### config.mk
export PLATFORM = sky130hd
export DESIGN_NAME = msm_spi_master
export DESIGN_NICKNAME = d
export VERILOG_FILES = /design/src/msm_pkg.sv /design/src/msm_spi_master.sv /design/src/msm_fifo.sv
export SDC_FILE = /design/constraint.sdc
export NUM_CORES = 1
export LEC_CHECK = 0
export ABC_CLOCK_PERIOD_IN_PS = 4400
export BUFFER_PORTS_ARGS = -buffer_cell sky130_fd_sc_hd__buf_2
export CAP_MARGIN = 40
export CORE_AREA = 2 2 204 206
export CTS_CLUSTER_SIZE = 12
export DETAILED_ROUTE_END_ITERATION = 10
export DIE_AREA = 0 0 206 208
export SYNTH_ARGS = -nofsm -noshare
export SYNTH_HDL_FRONTEND = slang
export SYNTH_HIERARCHICAL = 1
export SYNTH_SLANG_ARGS = --single-unit
### constraint.sdc
create_clock -name clock_i -period 4.4 [get_ports clock_i]
set_clock_uncertainty 0.05 [all_clocks]
set_input_delay 0.44 -clock clock_i [delete_from_list [all_inputs] [get_ports clock_i]]
set_output_delay 0.44 -clock clock_i [all_outputs]
set_load 0.005 [all_outputs]
### src/msm_pkg.sv
// Purpose: Shared constants, types and register map of the multi-slave serial master
// Assumes: 50 MHz system clock, 32-bit register port with byte addresses
// Notes: All offsets are word aligned; unused bits read as zero
package msm_pkg;
    // Register port
    localparam int ADDR_W = 8;
    localparam int DATA_W = 32;
    localparam logic [ADDR_W-1:0] REG_INIT = 8'h00;
    localparam logic [ADDR_W-1:0] REG_SELECT = 8'h04;
    localparam logic [ADDR_W-1:0] REG_DESELECT = 8'h08;
    localparam logic [ADDR_W-1:0] REG_LOCK = 8'h0C;
    localparam logic [ADDR_W-1:0] REG_UNLOCK = 8'h10;
    localparam logic [ADDR_W-1:0] REG_XFER = 8'h14;
    localparam logic [ADDR_W-1:0] REG_TXDATA = 8'h18;
    localparam logic [ADDR_W-1:0] REG_RXDATA = 8'h1C;
    localparam logic [ADDR_W-1:0] REG_STATUS = 8'h20;
    localparam logic [ADDR_W-1:0] REG_INDEX = 8'h24;

    // Field positions
    localparam int INIT_CHAN_BIT = 0;
    localparam int INIT_RATE_BIT = 1;
    localparam int XFER_DIR_BIT = 16;
    localparam int DEV_W = 3;
    localparam int COUNT_W = 16;
    localparam int PID_W = 16;
    localparam int ST_INIT_BIT = 0;
    localparam int ST_BUSY_BIT = 1;
    localparam int ST_OK_BIT = 2;
    localparam int ST_FAIL_BIT = 3;
    localparam int ST_TXEV_BIT = 4;
    localparam int ST_RXEV_BIT = 5;
    localparam int ST_TXEMPTY_BIT = 6;
    localparam int ST_FULL_BIT = 7;
    localparam int ST_EMPTY_BIT = 8;
    localparam int ST_HELD_BIT = 9;
    localparam int ST_LOCKOK_BIT = 10;
    localparam int ST_UNLOCKOK_BIT = 11;
    localparam int ST_CHAN_BIT = 12;
    localparam int ST_RATE_BIT = 13;
    localparam int ST_DIR_BIT = 14;

    // Link format
    localparam int NUM_SLAVES = 4;
    localparam int FRAME_BITS = 8;
    localparam logic [FRAME_BITS-1:0] FILLER_BYTE = 8'hFF;
    localparam logic [DEV_W-1:0] DEV_NONE = 3'h0;

    // Bit rate: half period in system clocks, rounded down, never below one
    localparam int CLK_MHZ = 50;
    localparam int BASE_DIV = 1;
    localparam int RATE0_MBPS = 24;
    localparam int RATE1_MBPS = 12;
    localparam int HALF0_RAW = CLK_MHZ / (2 * RATE0_MBPS * BASE_DIV);
    localparam int HALF1_RAW = CLK_MHZ / (2 * RATE1_MBPS * BASE_DIV);
    localparam int HALF_W = 8;
    localparam logic [HALF_W-1:0] HALF_RATE0 = HALF_W'((HALF0_RAW < 1) ? 1 : HALF0_RAW);
    localparam logic [HALF_W-1:0] HALF_RATE1 = HALF_W'((HALF1_RAW < 1) ? 1 : HALF1_RAW);

    typedef enum logic [1:0] {
        ST_IDLE = 2'b00,
        ST_LOAD = 2'b01,
        ST_LOW = 2'b10,
        ST_HIGH = 2'b11
    } msm_state_t;

    typedef struct packed {
        logic [ADDR_W-1:0] addr;
        logic [DATA_W-1:0] wdata;
        logic wr;
        logic rd;
    } msm_bus_req_t;
endpackage

### src/msm_spi_master.sv
// Purpose: Four-wire serial master sharing one bus among four slaves
// Assumes: Register port strobes are single-cycle and come from the clock_i domain
// Notes: Serial clock idles high; slave data is captured on the rising serial edge
// What this block does
// Every unit on the link is one eight-bit frame; blocks are back-to-back frames.
// Each frame goes most significant bit first, least significant last.
// Serial clock rests high whenever no frame is shifting.
// Master data out rests low whenever no frame is shifting.
// Master drives clock and data out, samples data in, both ways at once.
// Transmit-empty and receive-full events exist and are enabled by initialisation.
// Base divide one; rate setting zero is the fast rate, one the half rate.
// Host finishes initialisation before asking for any transfer.
// Initialisation takes channel zero or one; all slaves sit on channel zero.
// One select output per slave; at most one asserted, deasserted on separate request.
// Host asserts the slave select before a block read and holds it throughout.
// Block read takes a 16-bit count and moves exactly that many frames.
// The byte index advances by one after every received byte.
// Block reports when its transmit data register is empty, for polling.
// An ownership lock is offered; requesters take it before selecting a slave.
// Lock succeeds only when free; release only for the owner; else failure.
// Block write sends the given count of bytes, source index advancing per byte.
// During a block read a constant filler byte is shifted out each frame.
// Transfer reports success when all frames end; failure before init or zero count.
//
// Added by the designer: strobed register access and the placing of the registers.
`timescale 1ns/1ps
module msm_spi_master
    import msm_pkg::*;
#(
    parameter int FIFO_DEPTH = 16
) (
    // Clock and reset
    input wire logic clock_i,
    input wire logic reset_n_i,
    // Register port
    input wire msm_pkg::msm_bus_req_t bus_i,
    output logic [msm_pkg::DATA_W-1:0] rdata_o,
    // Serial link
    output logic serial_clock_out_pin_o,
    output logic master_data_out_pin_o,
    input wire logic master_data_in_pin_i,
    output logic [msm_pkg::NUM_SLAVES-1:0] peripheral_select_line_n_o,
    // Events
    output logic transmit_empty_event_o,
    output logic receive_full_event_o
);
    import msm_pkg::*;

    msm_state_t state_r;
    logic init_r, chan_r, rate_r, evt_en_r, dir_read_r;
    logic ok_r, fail_r, tx_evt_r, rx_evt_r;
    logic lock_held_r, lock_ok_r, unlock_ok_r;
    logic [PID_W-1:0] owner_r;
    logic [COUNT_W-1:0] count_r, index_r;
    logic [FRAME_BITS-1:0] shift_r, rx_shift_r;
    logic [2:0] bit_cnt_r;
    logic [HALF_W-1:0] half_cnt_r;
    logic sclk_r, mosi_r, miso_m_r, miso_s_r;
    logic [NUM_SLAVES-1:0] sel_r;
    logic [DATA_W-1:0] rdata_r;
    logic tx_pulse_r, rx_pulse_r;

    logic wr_init, wr_sel, wr_desel, wr_lock, wr_unlock, wr_xfer, wr_tx, rd_rx, rd_status;
    logic start_ok, load_go, half_end, bit_last, frame_done, xfer_last;
    logic [HALF_W-1:0] half_len;
    logic [DEV_W-1:0] dev_w;
    logic [PID_W-1:0] pid_w;
    logic [COUNT_W-1:0] count_w;
    logic fifo_in_valid, fifo_in_ready, fifo_out_valid, fifo_out_ready;
    logic [FRAME_BITS-1:0] fifo_in_data, fifo_out_data;

    assign wr_init = bus_i.wr && (bus_i.addr == REG_INIT);
    assign wr_sel = bus_i.wr && (bus_i.addr == REG_SELECT);
    assign wr_desel = bus_i.wr && (bus_i.addr == REG_DESELECT);
    assign wr_lock = bus_i.wr && (bus_i.addr == REG_LOCK);
    assign wr_unlock = bus_i.wr && (bus_i.addr == REG_UNLOCK);
    assign wr_xfer = bus_i.wr && (bus_i.addr == REG_XFER);
    assign wr_tx = bus_i.wr && (bus_i.addr == REG_TXDATA);
    assign rd_rx = bus_i.rd && (bus_i.addr == REG_RXDATA);
    assign rd_status = bus_i.rd && (bus_i.addr == REG_STATUS);
    assign dev_w = bus_i.wdata[DEV_W-1:0];
    assign pid_w = bus_i.wdata[PID_W-1:0];
    assign count_w = bus_i.wdata[COUNT_W-1:0];

    // A transfer is refused unless initialised, idle and non-empty
    assign start_ok = wr_xfer && init_r && (state_r == ST_IDLE) && (count_w != '0);
    assign half_len = rate_r ? HALF_RATE1 : HALF_RATE0;
    assign half_end = (half_cnt_r == half_len - 1'b1);
    assign bit_last = (bit_cnt_r == 3'(FRAME_BITS - 1));
    assign frame_done = (state_r == ST_HIGH) && half_end && bit_last;
    assign xfer_last = ((index_r + 1'b1) == count_r);
    // Reads wait for room so no received byte is ever dropped
    assign load_go = (state_r == ST_LOAD) && (dir_read_r ? fifo_in_ready : fifo_out_valid);

    // One FIFO carries received bytes in read mode and outgoing bytes in write mode
    assign fifo_in_valid = dir_read_r ? frame_done : wr_tx;
    assign fifo_in_data = dir_read_r ? rx_shift_r : bus_i.wdata[FRAME_BITS-1:0];
    assign fifo_out_ready = dir_read_r ? rd_rx : load_go;

    msm_fifo #(
        .WIDTH(FRAME_BITS),
        .DEPTH(FIFO_DEPTH)
    ) u_fifo (
        .clock_i(clock_i),
        .reset_n_i(reset_n_i),
        .in_valid_i(fifo_in_valid),
        .in_ready_o(fifo_in_ready),
        .in_data_i(fifo_in_data),
        .out_valid_o(fifo_out_valid),
        .out_ready_i(fifo_out_ready),
        .out_data_o(fifo_out_data)
    );

    always_ff @(posedge clock_i or negedge reset_n_i) begin
        if (!reset_n_i) begin
            miso_m_r <= 1'b0;
            miso_s_r <= 1'b0;
        end else begin
            miso_m_r <= master_data_in_pin_i;
            miso_s_r <= miso_m_r;
        end
    end

    always_ff @(posedge clock_i or negedge reset_n_i) begin
        if (!reset_n_i) begin
            state_r <= ST_IDLE;
        end else begin
            unique case (state_r)
                ST_IDLE: if (start_ok) state_r <= ST_LOAD;
                ST_LOAD: if (load_go) state_r <= ST_LOW;
                ST_LOW: if (half_end) state_r <= ST_HIGH;
                ST_HIGH: begin
                    if (half_end) begin
                        if (!bit_last) begin
                            state_r <= ST_LOW;
                        end else begin
                            state_r <= xfer_last ? ST_IDLE : ST_LOAD;
                        end
                    end
                end
            endcase
        end
    end

    always_ff @(posedge clock_i or negedge reset_n_i) begin
        if (!reset_n_i) begin
            half_cnt_r <= '0;
            bit_cnt_r <= '0;
        end else begin
            if (state_r == ST_LOAD || half_end) begin
                half_cnt_r <= '0;
            end else begin
                half_cnt_r <= half_cnt_r + 1'b1;
            end
            if (state_r == ST_LOAD) begin
                bit_cnt_r <= '0;
            end else if (state_r == ST_HIGH && half_end) begin
                bit_cnt_r <= bit_cnt_r + 1'b1;
            end
        end
    end

    // Data leaves on the falling serial edge and is taken on the rising one
    always_ff @(posedge clock_i or negedge reset_n_i) begin
        if (!reset_n_i) begin
            sclk_r <= 1'b1;
            mosi_r <= 1'b0;
            shift_r <= '0;
            rx_shift_r <= '0;
        end else begin
            if (load_go) begin
                shift_r <= dir_read_r ? FILLER_BYTE : fifo_out_data;
                mosi_r <= dir_read_r ? FILLER_BYTE[FRAME_BITS-1] : fifo_out_data[FRAME_BITS-1];
                sclk_r <= 1'b0;
            end else if (state_r == ST_LOW && half_end) begin
                sclk_r <= 1'b1;
                rx_shift_r <= {rx_shift_r[FRAME_BITS-2:0], miso_s_r};
            end else if (state_r == ST_HIGH && half_end) begin
                if (bit_last) begin
                    sclk_r <= 1'b1;
                    mosi_r <= 1'b0;
                end else begin
                    sclk_r <= 1'b0;
                    shift_r <= {shift_r[FRAME_BITS-2:0], 1'b0};
                    mosi_r <= shift_r[FRAME_BITS-2];
                end
            end
        end
    end

    always_ff @(posedge clock_i or negedge reset_n_i) begin
        if (!reset_n_i) begin
            init_r <= 1'b0;
            chan_r <= 1'b0;
            rate_r <= 1'b0;
            evt_en_r <= 1'b0;
        end else if (wr_init) begin
            init_r <= 1'b1;
            chan_r <= bus_i.wdata[INIT_CHAN_BIT];
            rate_r <= bus_i.wdata[INIT_RATE_BIT];
            evt_en_r <= 1'b1;
        end
    end

    always_ff @(posedge clock_i or negedge reset_n_i) begin
        if (!reset_n_i) begin
            count_r <= '0;
            index_r <= '0;
            dir_read_r <= 1'b0;
            ok_r <= 1'b0;
            fail_r <= 1'b0;
        end else begin
            if (wr_xfer) begin
                fail_r <= !start_ok;
            end
            // Completion wins over a refused request landing in the same cycle
            if (frame_done && xfer_last) begin
                ok_r <= 1'b1;
            end else if (wr_xfer) begin
                ok_r <= 1'b0;
            end
            if (start_ok) begin
                count_r <= count_w;
                index_r <= '0;
                dir_read_r <= bus_i.wdata[XFER_DIR_BIT];
            end else if (frame_done) begin
                index_r <= index_r + 1'b1;
            end
        end
    end

    // Sticky event flags clear on a status read, but a new event wins
    always_ff @(posedge clock_i or negedge reset_n_i) begin
        if (!reset_n_i) begin
            tx_evt_r <= 1'b0;
            rx_evt_r <= 1'b0;
            tx_pulse_r <= 1'b0;
            rx_pulse_r <= 1'b0;
        end else begin
            tx_pulse_r <= evt_en_r && load_go;
            rx_pulse_r <= evt_en_r && frame_done;
            if (evt_en_r && load_go) begin
                tx_evt_r <= 1'b1;
            end else if (rd_status) begin
                tx_evt_r <= 1'b0;
            end
            if (evt_en_r && frame_done) begin
                rx_evt_r <= 1'b1;
            end else if (rd_status) begin
                rx_evt_r <= 1'b0;
            end
        end
    end

    // The lock is advisory; selects and transfers do not check ownership
    always_ff @(posedge clock_i or negedge reset_n_i) begin
        if (!reset_n_i) begin
            lock_held_r <= 1'b0;
            owner_r <= '0;
            lock_ok_r <= 1'b0;
            unlock_ok_r <= 1'b0;
        end else if (wr_lock) begin
            lock_ok_r <= !lock_held_r;
            if (!lock_held_r) begin
                lock_held_r <= 1'b1;
                owner_r <= pid_w;
            end
        end else if (wr_unlock) begin
            unlock_ok_r <= lock_held_r && (pid_w == owner_r);
            if (lock_held_r && (pid_w == owner_r)) begin
                lock_held_r <= 1'b0;
            end
        end
    end

    generate
        for (genvar s = 0; s < NUM_SLAVES; s++) begin : g_sel
            always_ff @(posedge clock_i or negedge reset_n_i) begin
                if (!reset_n_i) begin
                    sel_r[s] <= 1'b0;
                end else if (wr_sel) begin
                    sel_r[s] <= (dev_w == DEV_W'(s + 1));
                end else if (wr_desel && dev_w == DEV_W'(s + 1)) begin
                    sel_r[s] <= 1'b0;
                end
            end
        end
    endgenerate

    always_ff @(posedge clock_i or negedge reset_n_i) begin
        if (!reset_n_i) begin
            rdata_r <= '0;
        end else if (bus_i.rd) begin
            rdata_r <= '0;
            unique case (bus_i.addr)
                REG_RXDATA: if (dir_read_r) rdata_r[FRAME_BITS-1:0] <= fifo_out_data;
                REG_LOCK: rdata_r[PID_W-1:0] <= owner_r;
                REG_INDEX: rdata_r <= {count_r, index_r};
                REG_STATUS: begin
                    rdata_r[ST_INIT_BIT] <= init_r;
                    rdata_r[ST_BUSY_BIT] <= (state_r != ST_IDLE);
                    rdata_r[ST_OK_BIT] <= ok_r;
                    rdata_r[ST_FAIL_BIT] <= fail_r;
                    rdata_r[ST_TXEV_BIT] <= tx_evt_r;
                    rdata_r[ST_RXEV_BIT] <= rx_evt_r;
                    rdata_r[ST_TXEMPTY_BIT] <= !fifo_out_valid && (state_r == ST_IDLE || state_r == ST_LOAD);
                    rdata_r[ST_FULL_BIT] <= !fifo_in_ready;
                    rdata_r[ST_EMPTY_BIT] <= !fifo_out_valid;
                    rdata_r[ST_HELD_BIT] <= lock_held_r;
                    rdata_r[ST_LOCKOK_BIT] <= lock_ok_r;
                    rdata_r[ST_UNLOCKOK_BIT] <= unlock_ok_r;
                    rdata_r[ST_CHAN_BIT] <= chan_r;
                    rdata_r[ST_RATE_BIT] <= rate_r;
                    rdata_r[ST_DIR_BIT] <= dir_read_r;
                end
                default: rdata_r <= '0;
            endcase
        end else begin
            rdata_r <= '0;
        end
    end

    assign rdata_o = rdata_r;
    assign serial_clock_out_pin_o = sclk_r;
    assign master_data_out_pin_o = mosi_r;
    assign peripheral_select_line_n_o = ~sel_r;
    assign transmit_empty_event_o = tx_pulse_r;
    assign receive_full_event_o = rx_pulse_r;

    // Helper: rising serial edges seen in the current frame
    logic sclk_d_r;
    logic [3:0] rises_r;
    always_ff @(posedge clock_i or negedge reset_n_i) begin
        if (!reset_n_i) begin
            sclk_d_r <= 1'b1;
            rises_r <= '0;
        end else begin
            sclk_d_r <= sclk_r;
            if (state_r == ST_LOAD) begin
                rises_r <= '0;
            end else if (sclk_r && !sclk_d_r) begin
                rises_r <= rises_r + 1'b1;
            end
        end
    end

    sclk_idle_a: assert property (@(posedge clock_i) disable iff (!reset_n_i)
        (state_r == ST_IDLE || state_r == ST_LOAD) |-> sclk_r)
        else $error("serial clock not high while idle");
    mosi_idle_a: assert property (@(posedge clock_i) disable iff (!reset_n_i)
        (state_r == ST_IDLE) |-> !mosi_r)
        else $error("data out not low while idle");
    frame_bits_a: assert property (@(posedge clock_i) disable iff (!reset_n_i)
        frame_done |-> (5'(rises_r) + 5'(sclk_r && !sclk_d_r)) == 5'(FRAME_BITS))
        else $error("frame did not carry eight clocks");
    msb_first_a: assert property (@(posedge clock_i) disable iff (!reset_n_i)
        load_go && !dir_read_r |=> mosi_r == $past(fifo_out_data[FRAME_BITS-1]))
        else $error("first bit out is not the top bit");
    sel_onehot_a: assert property (@(posedge clock_i) disable iff (!reset_n_i)
        $onehot0(~peripheral_select_line_n_o))
        else $error("more than one slave selected");
    lock_busy_a: assert property (@(posedge clock_i) disable iff (!reset_n_i)
        wr_lock && lock_held_r |=> !lock_ok_r && lock_held_r && $stable(owner_r))
        else $error("lock taken while owned");
    unlock_foreign_a: assert property (@(posedge clock_i) disable iff (!reset_n_i)
        wr_unlock && (pid_w != owner_r) |=> !unlock_ok_r && lock_held_r == $past(lock_held_r))
        else $error("lock released by non-owner");
    count_done_a: assert property (@(posedge clock_i) disable iff (!reset_n_i)
        frame_done && xfer_last |=> ok_r && (index_r == count_r) && (state_r == ST_IDLE))
        else $error("transfer ended with wrong frame count");
    index_step_a: assert property (@(posedge clock_i) disable iff (!reset_n_i)
        frame_done |=> index_r == $past(index_r) + 1'b1)
        else $error("index did not advance by one");
    zero_fail_a: assert property (@(posedge clock_i) disable iff (!reset_n_i)
        wr_xfer && (state_r == ST_IDLE) && (count_w == '0 || !init_r) |=> fail_r && !ok_r && (state_r == ST_IDLE))
        else $error("bad transfer request not refused");
    filler_out_a: assert property (@(posedge clock_i) disable iff (!reset_n_i)
        load_go && dir_read_r |=> shift_r == FILLER_BYTE && mosi_r == FILLER_BYTE[FRAME_BITS-1])
        else $error("read frame not sending filler");
    rx_event_a: assert property (@(posedge clock_i) disable iff (!reset_n_i)
        frame_done && evt_en_r |=> rx_evt_r && receive_full_event_o ##1 !receive_full_event_o || frame_done)
        else $error("receive event missing");
    half_rate_a: assert property (@(posedge clock_i) disable iff (!reset_n_i)
        $rose(sclk_r) && rate_r |=> sclk_r ##1 (!sclk_r || state_r == ST_IDLE || state_r == ST_LOAD))
        else $error("slow rate high phase too short");
endmodule // msm_spi_master

### src/msm_fifo.sv
// Purpose: Flop-based FIFO with valid/ready on both sides
// Assumes: DEPTH is a power of two
// Notes: Read data is the head entry, valid while out_valid_o is high
`timescale 1ns/1ps
module msm_fifo #(
    parameter int WIDTH = 8,
    parameter int DEPTH = 16
) (
    // Clock and reset
    input wire logic clock_i,
    input wire logic reset_n_i,
    // Fill side
    input wire logic in_valid_i,
    output logic in_ready_o,
    input wire logic [WIDTH-1:0] in_data_i,
    // Drain side
    output logic out_valid_o,
    input wire logic out_ready_i,
    output logic [WIDTH-1:0] out_data_o
);
    localparam int PTR_W = $clog2(DEPTH);
    logic [WIDTH-1:0] mem_r [DEPTH];
    logic [PTR_W-1:0] wr_ptr_r;
    logic [PTR_W-1:0] rd_ptr_r;
    logic [PTR_W:0] count_r;
    logic push;
    logic pop;

    assign in_ready_o = (count_r != (PTR_W+1)'(DEPTH));
    assign out_valid_o = (count_r != '0);
    assign push = in_valid_i && in_ready_o;
    assign pop = out_valid_o && out_ready_i;
    assign out_data_o = mem_r[rd_ptr_r];

    always_ff @(posedge clock_i) begin
        if (push) begin
            mem_r[wr_ptr_r] <= in_data_i;
        end
    end

    always_ff @(posedge clock_i or negedge reset_n_i) begin
        if (!reset_n_i) begin
            wr_ptr_r <= '0;
            rd_ptr_r <= '0;
            count_r <= '0;
        end else begin
            if (push) begin
                wr_ptr_r <= wr_ptr_r + 1'b1;
            end
            if (pop) begin
                rd_ptr_r <= rd_ptr_r + 1'b1;
            end
            if (push && !pop) begin
                count_r <= count_r + 1'b1;
            end else if (pop && !push) begin
                count_r <= count_r - 1'b1;
            end
        end
    end
endmodule // msm_fifo

==> flow_summary.ini <==
[yosys]
post-synth-top-count-cell = dfrtp_1
syn_avg_cell_area_um2 = 13.4
syn_inst = 900
syn-cell-area_mm2 = 0.0121
synth_cell_types = 65
ys_top_cells_by_count = dfrtp_1, edfxtp_1, nor2_1, nand2_1, mux2_2
syn-num-nets = 959
synth_warnings = 6
yosys.area.top_type = edfxtp_1
synthTopCellsByArea = edfxtp_1, dfrtp_1, mux2_2
ys_seq_area_share_pct = 61.4
async_flop_share_pct = 52.6
synth_flop_cell = dfrtp_1
synth_top_area_share_pct = 31.9
ys_ff_latch = 270
synth_edf_count = 128

[pwr]
switchingPower_mw = 2.33
p_total_mw = 7.41
p_sw_share_pct = 31.5
power_frac_seq_pct = 43.1
clkPwrFrac_pct = 31.5
leakage_nw = 5.55
intPower_mw = 5.08
powerDensity_mw_per_mm2 = 533
irDropWorstVdd_uv = 387
combPwrFrac_pct = 25.4

[cts]
clockBufferDepth = 3
clk_latency_ps = 570
cts_buffers = 28
cts_root_buffer = clkbuf_16
h-tree-depth = 1
postCtsSetupBuffers = 0
cts_resized = 0
clkSlewWorstSetupHoldPaths_ps = 60
cts.sinks = 270
cts_tree = done

[routing]
ant_nets = 0
num_vias = 7600
vias_per_cell = 4.99
drt-initial-drc-count = 663
wl_per_cell_um = 18.8
first_pass_iters = 6
remaining_drc_errors = 0
drt_wl_total_mm = 28.6

[setup_path]
worst-path-buf-inv = 2
max_stage_delay_ps = 440
critPathTopFamily = compound AO/OA/AOI/OAI gates
timing.rr.end = u_fifo/count_r[4]$_DFFE_PN0P_
r2r_start = half_cnt_r[4]$_DFF_PN0_
cp_max_fo = 9
worst-setup-path-type = flip-flop to flip-flop
r2r_cells = 14
critPathLaunchType = flip-flop
cp-startpoint = half_cnt_r[4]$_DFF_PN0_
path_cells = nor4_4 > nand3_2 > nor2_2 > buf_4 > nand2_1 > o21ai_0 > a21boi_2 > ha_1 > inv_1 > fa_1 > a21o_1 > a21oi_1 > mux2i_1 > xnor2_1
crit_slowest_cell = dfrtp_1
required_ps = 4820
r2r_slack_ps = 770
crit_arrival_ps = 4050
cp-end-kind = flip-flop

[timing]
worst_pin_slew_ps = 889
period_share_pct = 82.4
fmax_mhz = 276
hold_violations = 0
setup_viol = 0
slew_headroom_pct = 40.7
worst_slack_ps = 774
maxSlewViolCount = 0
fin_setup_tns_ps = 0
rsz0062_at_grt = no
min_period_ps = 3630

[placed_design]
place_hpwl_mm = 19.4
finalWeightedCongestion = 0.825
place_inst = 1469
io_buffers = 69
dp_slack_ps = 821

[grt]
antenna_found_initial = 2
overflow = 0
grt_max_degree = 78
grt_first_pass_wirelength_mm = 44.0
track_usage_pct = 13.3
grt_pass1_vias = 7451

[worst_hold_path]
holdPathStages = 2
holdPathEnd = dir_read_r$_DFFE_PN0N_
holdCritStartpoint = bus_i[18]
hold_path.class = input pin to flip-flop

[cells_and_area]
final_cell_count_no_fill = 1524
fillCellCount = 3983
drive_above_1_share_pct = 22.2
area_growth_pct = 15.3
utilization_pct = 34.3
finalNetCount = 1028

[outcome]
outcome = completed

[floorplan]
die_w_um = 206
rows = 74
initial_core_util_pct = 29.7
die_h_um = 208
design.core.area_mm2 = 0.0406
num_io_pins = 85
dieArea_mm2 = 0.0428

[run]
maxCapViolations = 0
state kept, by name (all words and copies together), names as in the netlist, 2 cells and up:
name and flops:
bit_cnt_r 3, count_r 16, half_cnt_r 8, index_r 16, owner_r 16, rdata_o 32
rx_shift_r 8, sel_r 4, shift_r 7, state_r 2, u_fifo/count_r 5, u_fifo/mem_r 128
u_fifo/rd_ptr_r 4, u_fifo/wr_ptr_r 4
power by group through the flow:
stage	Clock [mW]	Combinational [mW]	Sequential, mW
floorplan	0	1.54	3.04
global placement	0	1.71	3.29
detailed placement	0	1.87	3.24
CTS	2.40	1.88	3.19
global route	2.49	2.06	3.23
finish	2.34	1.88	3.19
layer usage:
metal	vias up	routed length [µm]	part of all wire (%)	GRT usage (%)
met1	3877	13000	45	18.8
met2	188	13800	48	21.2
met4	2	476	1.7	3.23
li1	3489	-	-	-
met5	-	13	0.045	0
met3	44	1350	4.7	2.16
through the flow:
stage / hold WS, ps / area, µm²
after floorplan: 94.4 / 12100
after global placement: 284 / 12900
after detailed placement: 286 / 13000
after CTS: 62.9 / 13900
after global routing: 64.3 / 13900
final: 74.3 / 13900
worst register-to-register path, stage by stage, from the launching register on:
cell and delay (ps):
dfrtp_1 440, nor4_4 350, nand3_2 240, nor2_2 150, buf_4 180, nand2_1 90, o21ai_0 100, a21boi_2 400
ha_1 240, inv_1 110, fa_1 420, a21o_1 190, a21oi_1 200, mux2i_1 250, xnor2_1 140
how the worst max path moves through the flow:
| stage | depth (start not counted) | slack [ps] | endpoint |
|---|---|---|---|
| floorplan | 13 | 1220 | u_fifo/count_r[4]$_DFFE_PN0P_ |
| global placement | 14 | 820 | u_fifo/count_r[4]$_DFFE_PN0P_ |
| detailed placement | 14 | 820 | u_fifo/count_r[4]$_DFFE_PN0P_ |
| CTS | 14 | 800 | u_fifo/count_r[4]$_DFFE_PN0P_ |
| global route | 14 | 490 | u_fifo/count_r[4]$_DFFE_PN0P_ |
| finish | 14 | 770 | u_fifo/count_r[4]$_DFFE_PN0P_ |
cell families after synthesis:
group,share of synthesized area [%]
AOI/OAI and AO/OA,7.63
xor gates and xnor gates,4.65
adders and majority gates,1.52
buffers and inverters,2.91
DFF,61.4
muxes,10.9
and+or+nand+nor,11.0
layout make-up:
type / count / area [µm²] / share of cell area [%]
clock buffers: 48 / 857 / 6.17
repair buffers: 88 / 547 / 3.93
well taps: 532 / 666 / 4.79
clock inverters: 4 / 55.1 / 0.396
diodes: 1 / 2.50 / 0.0180
inverters: 17 / 63.8 / 0.459
flip-flops and latches: 270 / 7400 / 53.2
multi-input cells: 564 / 4310 / 31.0
repair_timing:
item,CTS,global route
hold buffers,2,0
hold endpoints to repair,75,0
setup endpoints to repair,0,0
layout by cell type, fill, tap and decap left out, drive strengths merged, types with 20 or more instances in the layout:
master | netlist | routed
buf | 23 | 86
dfrtp | 141 | 141
edfxtp | 128 | 128
nand2 | 55 | 55
nand3 | 21 | 21
mux2 | 53 | 53
clkbuf | 26 | 48
xnor2 | 30 | 30
mux2i | 36 | 36
nor2 | 62 | 62
a22oi | 24 | 24
xor2 | 34 | 34
a21oi | 20 | 20
o21ai | 36 | 36
and3 | 26 | 26
Note: power is estimated with default switching activity, not from simulation.
